`config.mk`:
```
export PLATFORM = sky130hd
export DESIGN_NAME = tccs_top
export DESIGN_NICKNAME = d
export VERILOG_FILES = /design/src/inc/tccs_pkg.sv /design/src/design/tccs_edge.sv /design/src/design/tccs_top.sv
export VERILOG_INCLUDE_DIRS = /design/src /design/src/inc
export SDC_FILE = /design/constraint.sdc
export NUM_CORES = 1
export LEC_CHECK = 0
export BUFFER_PORTS_ARGS = -buffer_cell sky130_fd_sc_hd__buf_2
export CORE_MARGIN = 4
export CORE_UTILIZATION = 57
export DETAILED_ROUTE_END_ITERATION = 8
export PLACE_DENSITY = 0.8
export SLEW_MARGIN = 20
export SYNTH_ARGS = -nofsm -noshare
export SYNTH_HDL_FRONTEND = slang
export SYNTH_HIERARCHICAL = 1
export SYNTH_SLANG_ARGS = --single-unit
```
`constraint.sdc`:
```
create_clock -name aclk -period 2.66 [get_ports aclk]
set_input_delay 0.798 -clock aclk [delete_from_list [all_inputs] [get_ports aclk]]
set_output_delay 0.798 -clock aclk [all_outputs]
set_load 0.005 [all_outputs]
```
`src/inc/tccs_regs.svh`:
```
// Register map, field positions, reset values and timing counts of the timer clock front end.
`ifndef TCCS_REGS_SVH
`define TCCS_REGS_SVH

// =====================================================================
// Register byte offsets
`define TCCS_CTRL1_OFF   8'h00
`define TCCS_STCTRL_OFF  8'h08
`define TCCS_STS_OFF     8'h10
`define TCCS_CNT_OFF     8'h24
`define TCCS_DIV_OFF     8'h28
`define TCCS_PR_OFF      8'h2c

// =====================================================================
// Field positions
`define TCCS_RUN_BIT     0
`define TCCS_PBE_BIT     7
`define TCCS_SMS_LSB     0
`define TCCS_TSS_LSB     4
`define TCCS_OVF_BIT     0
`define TCCS_TRG_BIT     6

// =====================================================================
// Field encodings
`define TCCS_SMS_EXT_A    3'h7
`define TCCS_TSS_CH1_BOTH 3'h4
`define TCCS_TSS_CH1_FILT 3'h5
`define TCCS_TSS_CH2_FILT 3'h6

// =====================================================================
// Reset values and bus answers
`define TCCS_RST16       16'h0000
`define TCCS_RST3        3'h0
`define TCCS_RESP_OKAY   2'h0
`define TCCS_RESP_SLVERR 2'h2

// =====================================================================
// Timing: clock edges from a trigger input change to the count pulse
`define TCCS_EXT_LAT     3

`endif

```
`src/inc/tccs_pkg.sv`:
```
// Types shared by the timer clock front end modules.
package tccs_pkg;

  typedef enum logic {
    TCCS_SRC_INT,
    TCCS_SRC_EXT
  } tccs_src_t;

  typedef struct packed {
    logic        s1;
    logic        s2;
    logic        s3;
    logic        pulse;
  } tccs_edge_t;

  typedef struct packed {
    logic [7:0]  awaddr;
    logic        aw_have;
    logic [31:0] wdata;
    logic [3:0]  wstrb;
    logic        w_have;
    logic        bvalid;
    logic [1:0]  bresp;
    logic        rvalid;
    logic [31:0] rdata;
    logic [1:0]  rresp;
    logic        run;
    logic        pbe;
    logic [2:0]  sms;
    logic [2:0]  tss;
    logic        ovf_flag;
    logic        trg_flag;
    logic [15:0] div;
    logic [15:0] div_act;
    logic [15:0] pr;
    logic [15:0] pr_act;
    logic [15:0] psc;
    logic [15:0] cnt;
    logic        en;
    logic        ovf_ev;
    logic        trg_ev;
  } tccs_state_t;

endpackage

```
`src/design/tccs_edge.sv`:
```
// Trigger synchroniser and edge-to-pulse converter.
`timescale 1ns/10ps
`default_nettype none

module tccs_edge (
  // Clock and reset
  input  wire logic aclk,
  input  wire logic aresetn,
  // Trigger level and edge choice
  input  wire logic sig,
  input  wire logic both_edges,
  // Single-cycle count pulse
  output logic      pulse
);

  tccs_pkg::tccs_edge_t st_q;
  tccs_pkg::tccs_edge_t st_d;

  // =====================================================================
  // Next state
  // The first stage feeds only the second; edges are judged on s2 and s3.
  always_comb begin
    st_d       = st_q;
    st_d.s1    = sig;
    st_d.s2    = st_q.s1;
    st_d.s3    = st_q.s2;
    st_d.pulse = both_edges ? (st_q.s2 ^ st_q.s3) : (st_q.s2 & ~st_q.s3);
  end

  always_ff @(posedge aclk) begin
    if (!aresetn) begin
      st_q <= '0;
    end else begin
      st_q <= st_d;
    end
  end

  assign pulse = st_q.pulse;

endmodule

`default_nettype wire

```
`src/design/tccs_top.sv`:
```
// Timer counter clock selection, prescaler and base counter with an AXI4-Lite register slave.
`timescale 1ns/10ps
`default_nettype none
`include "tccs_regs.svh"

module tccs_top #(
  parameter bit       TWO_CH       = 1'b1,
  parameter bit [3:0] LINE_PRESENT = 4'hf
) (
  // Clock and reset
  input  wire logic        aclk,
  input  wire logic        aresetn,
  // AXI4-Lite write address and data
  input  wire logic [7:0]  s_axi_awaddr,
  input  wire logic        s_axi_awvalid,
  output logic             s_axi_awready,
  input  wire logic [31:0] s_axi_wdata,
  input  wire logic [3:0]  s_axi_wstrb,
  input  wire logic        s_axi_wvalid,
  output logic             s_axi_wready,
  // AXI4-Lite write response
  output logic [1:0]       s_axi_bresp,
  output logic             s_axi_bvalid,
  input  wire logic        s_axi_bready,
  // AXI4-Lite read
  input  wire logic [7:0]  s_axi_araddr,
  input  wire logic        s_axi_arvalid,
  output logic             s_axi_arready,
  output logic [31:0]      s_axi_rdata,
  output logic [1:0]       s_axi_rresp,
  output logic             s_axi_rvalid,
  input  wire logic        s_axi_rready,
  // Peer and channel trigger sources
  input  wire logic [3:0]  internal_trigger_line,
  input  wire logic        ch1_both_edge_input,
  input  wire logic        ch1_filtered_edge,
  input  wire logic        ch2_filtered_edge,
  // Timer status
  output logic [15:0]      count_value,
  output logic             synced_count_enable,
  output logic             overflow_event,
  output logic             master_trigger_output,
  output logic             trigger_event
);

  tccs_pkg::tccs_state_t st_q;
  tccs_pkg::tccs_state_t st_d;
  tccs_pkg::tccs_src_t   clk_src;
  logic                  slave_trigger_input;
  logic                  edge_pulse;
  logic                  src_tick;
  logic                  count_enable_tick;
  logic                  ovf_now;
  logic                  do_wr;

  // =====================================================================
  // Helpers
  function automatic logic [15:0] merge16(input logic [15:0] old,
                                          input logic [31:0] wd,
                                          input logic [3:0]  be);
    merge16 = old;
    if (be[0]) begin
      merge16[7:0] = wd[7:0];
    end
    if (be[1]) begin
      merge16[15:8] = wd[15:8];
    end
  endfunction

  function automatic logic reg_known(input logic [7:0] a);
    reg_known = (a == `TCCS_CTRL1_OFF) || (a == `TCCS_STCTRL_OFF) ||
                (a == `TCCS_STS_OFF) || (a == `TCCS_CNT_OFF) ||
                (a == `TCCS_DIV_OFF) || (a == `TCCS_PR_OFF);
  endfunction

  // =====================================================================
  // Clock source selection
  // Channel stages lie outside this block; the variant decides which counting
  // sources exist here and whether trigger_event can fire at all.
  assign clk_src = (st_q.sms == `TCCS_SMS_EXT_A) ? tccs_pkg::TCCS_SRC_EXT
                                                 : tccs_pkg::TCCS_SRC_INT;

  // Lines 0 and 1 come from peer trigger outputs, 2 and 3 from peer compare
  // outputs; a missing peer is masked so its line reads as idle.
  always_comb begin
    slave_trigger_input = 1'b0;
    case (st_q.tss)
      3'h0, 3'h1, 3'h2, 3'h3: begin
        slave_trigger_input = internal_trigger_line[st_q.tss[1:0]] &
                              LINE_PRESENT[st_q.tss[1:0]];
      end
      `TCCS_TSS_CH1_BOTH: begin
        slave_trigger_input = TWO_CH & ch1_both_edge_input;
      end
      `TCCS_TSS_CH1_FILT: begin
        slave_trigger_input = TWO_CH & ch1_filtered_edge;
      end
      `TCCS_TSS_CH2_FILT: begin
        slave_trigger_input = TWO_CH & ch2_filtered_edge;
      end
      default: begin
        slave_trigger_input = 1'b0;
      end
    endcase
  end

  // Selection happens before the synchroniser, so changing the source while
  // running may yield one stray count; change it with the counter stopped.
  tccs_edge u_edge (
    .aclk       (aclk),
    .aresetn    (aresetn),
    .sig        (slave_trigger_input),
    .both_edges (st_q.tss == `TCCS_TSS_CH1_BOTH),
    .pulse      (edge_pulse)
  );

  // The internal clock ticks every cycle; the external mode ticks per edge.
  assign src_tick = (clk_src == tccs_pkg::TCCS_SRC_EXT) ? edge_pulse : 1'b1;

  // A period of zero halts the timer.
  assign count_enable_tick = st_q.en && src_tick && (st_q.pr_act != `TCCS_RST16) &&
                             (st_q.psc >= st_q.div_act);
  assign ovf_now           = count_enable_tick && (st_q.cnt >= st_q.pr_act);
  assign do_wr             = st_q.aw_have && st_q.w_have && !st_q.bvalid;

  // =====================================================================
  // Next state
  always_comb begin
    st_d        = st_q;
    st_d.ovf_ev = 1'b0;
    st_d.trg_ev = 1'b0;

    // Write channel handshakes; address and data may come in either order.
    if (s_axi_awvalid && s_axi_awready) begin
      st_d.aw_have = 1'b1;
      st_d.awaddr  = s_axi_awaddr;
    end
    if (s_axi_wvalid && s_axi_wready) begin
      st_d.w_have = 1'b1;
      st_d.wdata  = s_axi_wdata;
      st_d.wstrb  = s_axi_wstrb;
    end
    if (st_q.bvalid && s_axi_bready) begin
      st_d.bvalid = 1'b0;
    end

    // Counting path.
    st_d.en = st_q.run;
    if (!st_q.pbe) begin
      st_d.pr_act = st_q.pr;
    end
    if (st_q.en && src_tick && (st_q.pr_act != `TCCS_RST16)) begin
      if (count_enable_tick) begin
        st_d.psc = `TCCS_RST16;
        if (ovf_now) begin
          st_d.cnt     = `TCCS_RST16;
          st_d.div_act = st_q.div;
          st_d.pr_act  = st_q.pr;
          st_d.ovf_ev  = 1'b1;
        end else begin
          st_d.cnt = st_q.cnt + 16'h0001;
        end
      end else begin
        st_d.psc = st_q.psc + 16'h0001;
      end
    end
    if (TWO_CH && edge_pulse) begin
      st_d.trg_ev = 1'b1;
    end

    // Register writes; a counter write overrides the running count.
    if (do_wr) begin
      st_d.aw_have = 1'b0;
      st_d.w_have  = 1'b0;
      st_d.bvalid  = 1'b1;
      st_d.bresp   = reg_known(st_q.awaddr) ? `TCCS_RESP_OKAY : `TCCS_RESP_SLVERR;
      case (st_q.awaddr)
        `TCCS_CTRL1_OFF: begin
          if (st_q.wstrb[0]) begin
            st_d.run = st_q.wdata[`TCCS_RUN_BIT];
            st_d.pbe = st_q.wdata[`TCCS_PBE_BIT];
          end
        end
        `TCCS_STCTRL_OFF: begin
          if (st_q.wstrb[0]) begin
            st_d.sms = st_q.wdata[`TCCS_SMS_LSB +: 3];
            st_d.tss = st_q.wdata[`TCCS_TSS_LSB +: 3];
          end
        end
        `TCCS_STS_OFF: begin
          if (st_q.wstrb[0]) begin
            st_d.ovf_flag = st_q.ovf_flag & ~st_q.wdata[`TCCS_OVF_BIT];
            st_d.trg_flag = st_q.trg_flag & ~st_q.wdata[`TCCS_TRG_BIT];
          end
        end
        `TCCS_CNT_OFF: begin
          st_d.cnt = merge16(st_q.cnt, st_q.wdata, st_q.wstrb);
        end
        `TCCS_DIV_OFF: begin
          st_d.div = merge16(st_q.div, st_q.wdata, st_q.wstrb);
        end
        `TCCS_PR_OFF: begin
          st_d.pr = merge16(st_q.pr, st_q.wdata, st_q.wstrb);
        end
        default: begin
          st_d.bresp = `TCCS_RESP_SLVERR;
        end
      endcase
    end

    // A flag raised in the cycle of its clear stays set.
    if (ovf_now) begin
      st_d.ovf_flag = 1'b1;
    end
    if (st_d.trg_ev) begin
      st_d.trg_flag = 1'b1;
    end

    // Read channel.
    if (st_q.rvalid && s_axi_rready) begin
      st_d.rvalid = 1'b0;
    end
    if (s_axi_arvalid && s_axi_arready) begin
      st_d.rvalid = 1'b1;
      st_d.rdata  = 32'h0000_0000;
      st_d.rresp  = reg_known(s_axi_araddr) ? `TCCS_RESP_OKAY : `TCCS_RESP_SLVERR;
      case (s_axi_araddr)
        `TCCS_CTRL1_OFF: begin
          st_d.rdata[`TCCS_RUN_BIT] = st_q.run;
          st_d.rdata[`TCCS_PBE_BIT] = st_q.pbe;
        end
        `TCCS_STCTRL_OFF: begin
          st_d.rdata[`TCCS_SMS_LSB +: 3] = st_q.sms;
          st_d.rdata[`TCCS_TSS_LSB +: 3] = st_q.tss;
        end
        `TCCS_STS_OFF: begin
          st_d.rdata[`TCCS_OVF_BIT] = st_q.ovf_flag;
          st_d.rdata[`TCCS_TRG_BIT] = st_q.trg_flag;
        end
        `TCCS_CNT_OFF: begin
          st_d.rdata[15:0] = st_q.cnt;
        end
        `TCCS_DIV_OFF: begin
          st_d.rdata[15:0] = st_q.div;
        end
        `TCCS_PR_OFF: begin
          st_d.rdata[15:0] = st_q.pr;
        end
        default: begin
          st_d.rdata = 32'h0000_0000;
        end
      endcase
    end
  end

  always_ff @(posedge aclk) begin
    if (!aresetn) begin
      st_q <= '0;
    end else begin
      st_q <= st_d;
    end
  end

  // =====================================================================
  // Outputs
  assign s_axi_awready         = !st_q.aw_have && !st_q.bvalid;
  assign s_axi_wready          = !st_q.w_have && !st_q.bvalid;
  assign s_axi_bvalid          = st_q.bvalid;
  assign s_axi_bresp           = st_q.bresp;
  assign s_axi_arready         = !st_q.rvalid;
  assign s_axi_rvalid          = st_q.rvalid;
  assign s_axi_rdata           = st_q.rdata;
  assign s_axi_rresp           = st_q.rresp;
  assign count_value           = st_q.cnt;
  assign synced_count_enable   = st_q.en;
  assign overflow_event        = st_q.ovf_ev;
  assign master_trigger_output = st_q.ovf_ev;
  assign trigger_event         = st_q.trg_ev;
endmodule

`default_nettype wire

```
==> out/qor.txt <==
EDFF count, synth - 0
Power, Total - 5.36 mW
startpoint types - flop
areal power density over the cells - 566 mW/mm2
final setup TNS - 0 ns
Internal Dissipation - 4.08 mW
number of global-route vias before repair - 7,139
layout overhead on the synthesized area - 13.4%
Final Core Density - 67.2%
switching share of power - 23.9%
post-route antenna net violation count - 0
slew at the pin closest to its max-slew limit - 0.788 ns
number of buffer cells added on primary ports - 90
CTS root buf - clkbuf_16
status - finished, final reports clean
sequential element share of the synthesized area - 38.6%
combined area of all synthesized cells - 0.00836 mm2
post-synthesis async set-or-reset flop share - 0%
routability congestion estimate - 0.935
total number of H-tree levels - 4
combinational cell fraction of total power - 6.5%
Reg2Reg Capture Point - count_value[4]
slowest cell on the critical path - dfxtp_1
number of pins exceeding their max-slew limit in the final report - 0
kind of critical path - reg2reg
TritonCTS clock tree - built
Worst Clk Skew - 0.00853 ns
Clock Power Share - 46.5%
yosys warns - 6
first-pass GRT wire length - 35,800 um
Starting DRT DRC Count - 560
final count of hold timing violations - 0
total number of placement rows - 43
Die Y-Extent - 129 um
Worst slew margin - 47.4%
Yosys top cell area share - 38.6%
Post-Place Worst Slack - 0.0395 ns
fraction of final layout cells with drive strength greater than 1 - 18.6%
arrival time worst endpoint - 2.88 ns
minimum setup slack among reg-to-reg paths - 0.12 ns
top-level I/O count - 127
Req. time, crit path - 3.00 ns
unrepaired setup endpoints after global routing - no
ratio of routed vias to standard cells - 5.90
number of design rule violations left after detail routing - 0
largest area contributor in the netlist - dfxtp_1
worst hold start - u_edge/st_d[2]
final worst-path setup slack - 0.122 ns
number of failing setup endpoints in the final timing report - 0
post-layout min period - 2.54 ns
Post-Route Hold Slack - 0.447 ns
kind of cell adding the most delay to the critical path - simple AND/OR/NAND/NOR gates
CTS sink count - 161
total routing resource utilization after global routing - 27.0%
placeable core area - 0.0141 mm2
commonest non-fill, non-tap cells in the layout - nand2_1 (195), dfxtp_1 (161), a21oi_1 (104)
Worst Hold End - u_edge/st_d[1]
library cells used by synthesis - 71
initial core utilization - 59.3%
detailed-route wire length per cell - 17.3 um
startpoint of the most critical register-to-register path - st_q[82]
launch point of the critical path - st_q[82]
clk_lat worst skew - 0.43 ns
Post-Route WL - 22,400 um
worst vdd ir - 519 uV
Die Area - 0.0167 mm2
Min-Delay Path Depth - 1
initial antenna violation count - 0
largest net degree at the start of global routing - 54
max cap viols - 0
Mapped Cells - 1,039
Hold Path Class - reg2reg
critical path fanouts, max - 7
estimated wirelength of the detail-placed design - 16,500 um
most common flop cell mapped by yosys - dfxtp_1
achievable frequency - 394 MHz
synth top area cells - dfxtp_1 (39%), nand2_1 (8.8%), a21oi_1 (6.2%), ha_1 (5.2%), buf_4 (4.9%)
Antenna diodes - 0
worst path bufs/invs - 1
mean cell area of the mapped netlist - 8.04 um2
Final Net Count - 1,207
net load switching power - 1.28 mW
final critical-path share of the clock period - 95.4%
via count - 7,660
leak pwr - 3.85 nW
global route overflow - 0
Clk pin slew, worst setup/hold paths - 0.06 ns
cell count of the worst reg-to-reg path - 9
ordered cell list for the critical path - inv_1 -> ha_1 -> nand2_1 -> nor4_4 -> o311ai_1 -> and4_2 -> or3_1 -> a21o_1 -> a21oi_1
Yosys reg bits - 161
Die X-Extent - 129 um
sequential power share - 47.0%
maximum buffer depth of the clock tree - 2
sort of element at the end of the critical path - flop
TritonRoute pass-1 iters - 5
commonest non-fill, non-tap cell in the layout - nand2_1
peak per-stage delay on the critical path - 0.39 ns
CTS buffer count - 17
[sequential cells by signal, indices dropped and copies added (netlist names)]
| signal | count |
|---|---|
| s_axi_rresp | 1 |
| synced_count_enable | 1 |
| count_value | 16 |
| trigger_event | 1 |
| s_axi_bvalid | 1 |
| st_q | 117 |
| u_edge/st_d | 2 |
| s_axi_rdata | 16 |
| s_axi_bresp | 1 |
| s_axi_rvalid | 1 |
| u_edge/st_q | 1 |
| master_trigger_output | 1 |
| st_d | 1 |
| u_edge/pulse | 1 |
[routing by layer]
metal	vias up	track usage, %	part of all wire (%)
li1	3689	-	-
met1	3607	33.7	42
met2	291	45.7	48
met3	73	5.07	6.2
met4	0	11.9	3.8
met5	-	0	0
[how the worst max path moves through the flow]
stage / slack [ns] / to / cells after the start
after floorplan: 0.25 / s_axi_rdata[1] / 6
after global placement: 0.08 / s_axi_rdata[5] / 8
after detailed placement: 0.04 / s_axi_rdata[5] / 8
after CTS: 0.13 / count_value[4] / 9
after global routing: 0.004 / count_value[2] / 10
final: 0.12 / count_value[4] / 9
[power groups by stage]
| stage | Sequential [mW] | Clock [mW] | Combinational (mW) |
|---|---|---|---|
| final | 2.52 | 2.49 | 0.346 |
| after global routing | 2.52 | 2.62 | 0.381 |
| after CTS | 2.52 | 2.51 | 0.342 |
| after detailed placement | 2.57 | 0 | 0.338 |
| after global placement | 2.57 | 0 | 0.333 |
| after floorplan | 2.54 | 0 | 0.249 |
[stage by stage]
stage | cells | instance area (um2)
finish | 1299 | 9470
CTS | 1299 | 9460
global placement | 1267 | 8850
detailed placement | 1267 | 8850
global route | 1299 | 9470
floorplan | 1056 | 8420
[layout make-up]
| class | instances | area [um2] |
|---|---|---|
| Clock inverter | 10 | 124 |
| Clock buffer | 22 | 484 |
| Multi-Input combinational cell | 748 | 4460 |
| Timing Repair Buffer | 134 | 793 |
| Fill cell | 1157 | 4620 |
| Tap cell | 180 | 225 |
| Inverter | 44 | 166 |
| Sequential cell | 161 | 3220 |
[logic make-up (layout without fill, tap and decap cells)]
kind of cell               after synthesis  count (layout)  share of synthesized area, %
and+or+nand+nor                        420             420                          23.9
AOI/OAI and AO/OA                      214             214                          15.5
DFF                                    161             161                          38.6
buffers and inverters                  147             210                          9.21
muxes                                   49              49                          6.21
adders and majority gates               35              35                          5.24
xor gates and xnor gates                12              12                          1.26
other                                    1              18                        0.0449
[Yosys cell counts (10+ instances only)]
cell,count
nand2_1,195
dfxtp_1,161
a21oi_1,104
nor2_1,77
buf_4,55
inv_1,44
o21ai_0,41
clkbuf_1,37
ha_1,35
mux2i_1,35
nand4_1,29
nand3_1,25
and2_1,20
nor3_1,16
mux2_2,13
a22o_1,11
or3_1,11
o21ai_2,10
[what timing repair did]
action                     4_1_cts  5_1_grt
setup endpoints to repair        0       22
setup buffers                    0        0
resized for setup                0        4
hold buffers                     0        0
Power figures use the tool's default switching activity.
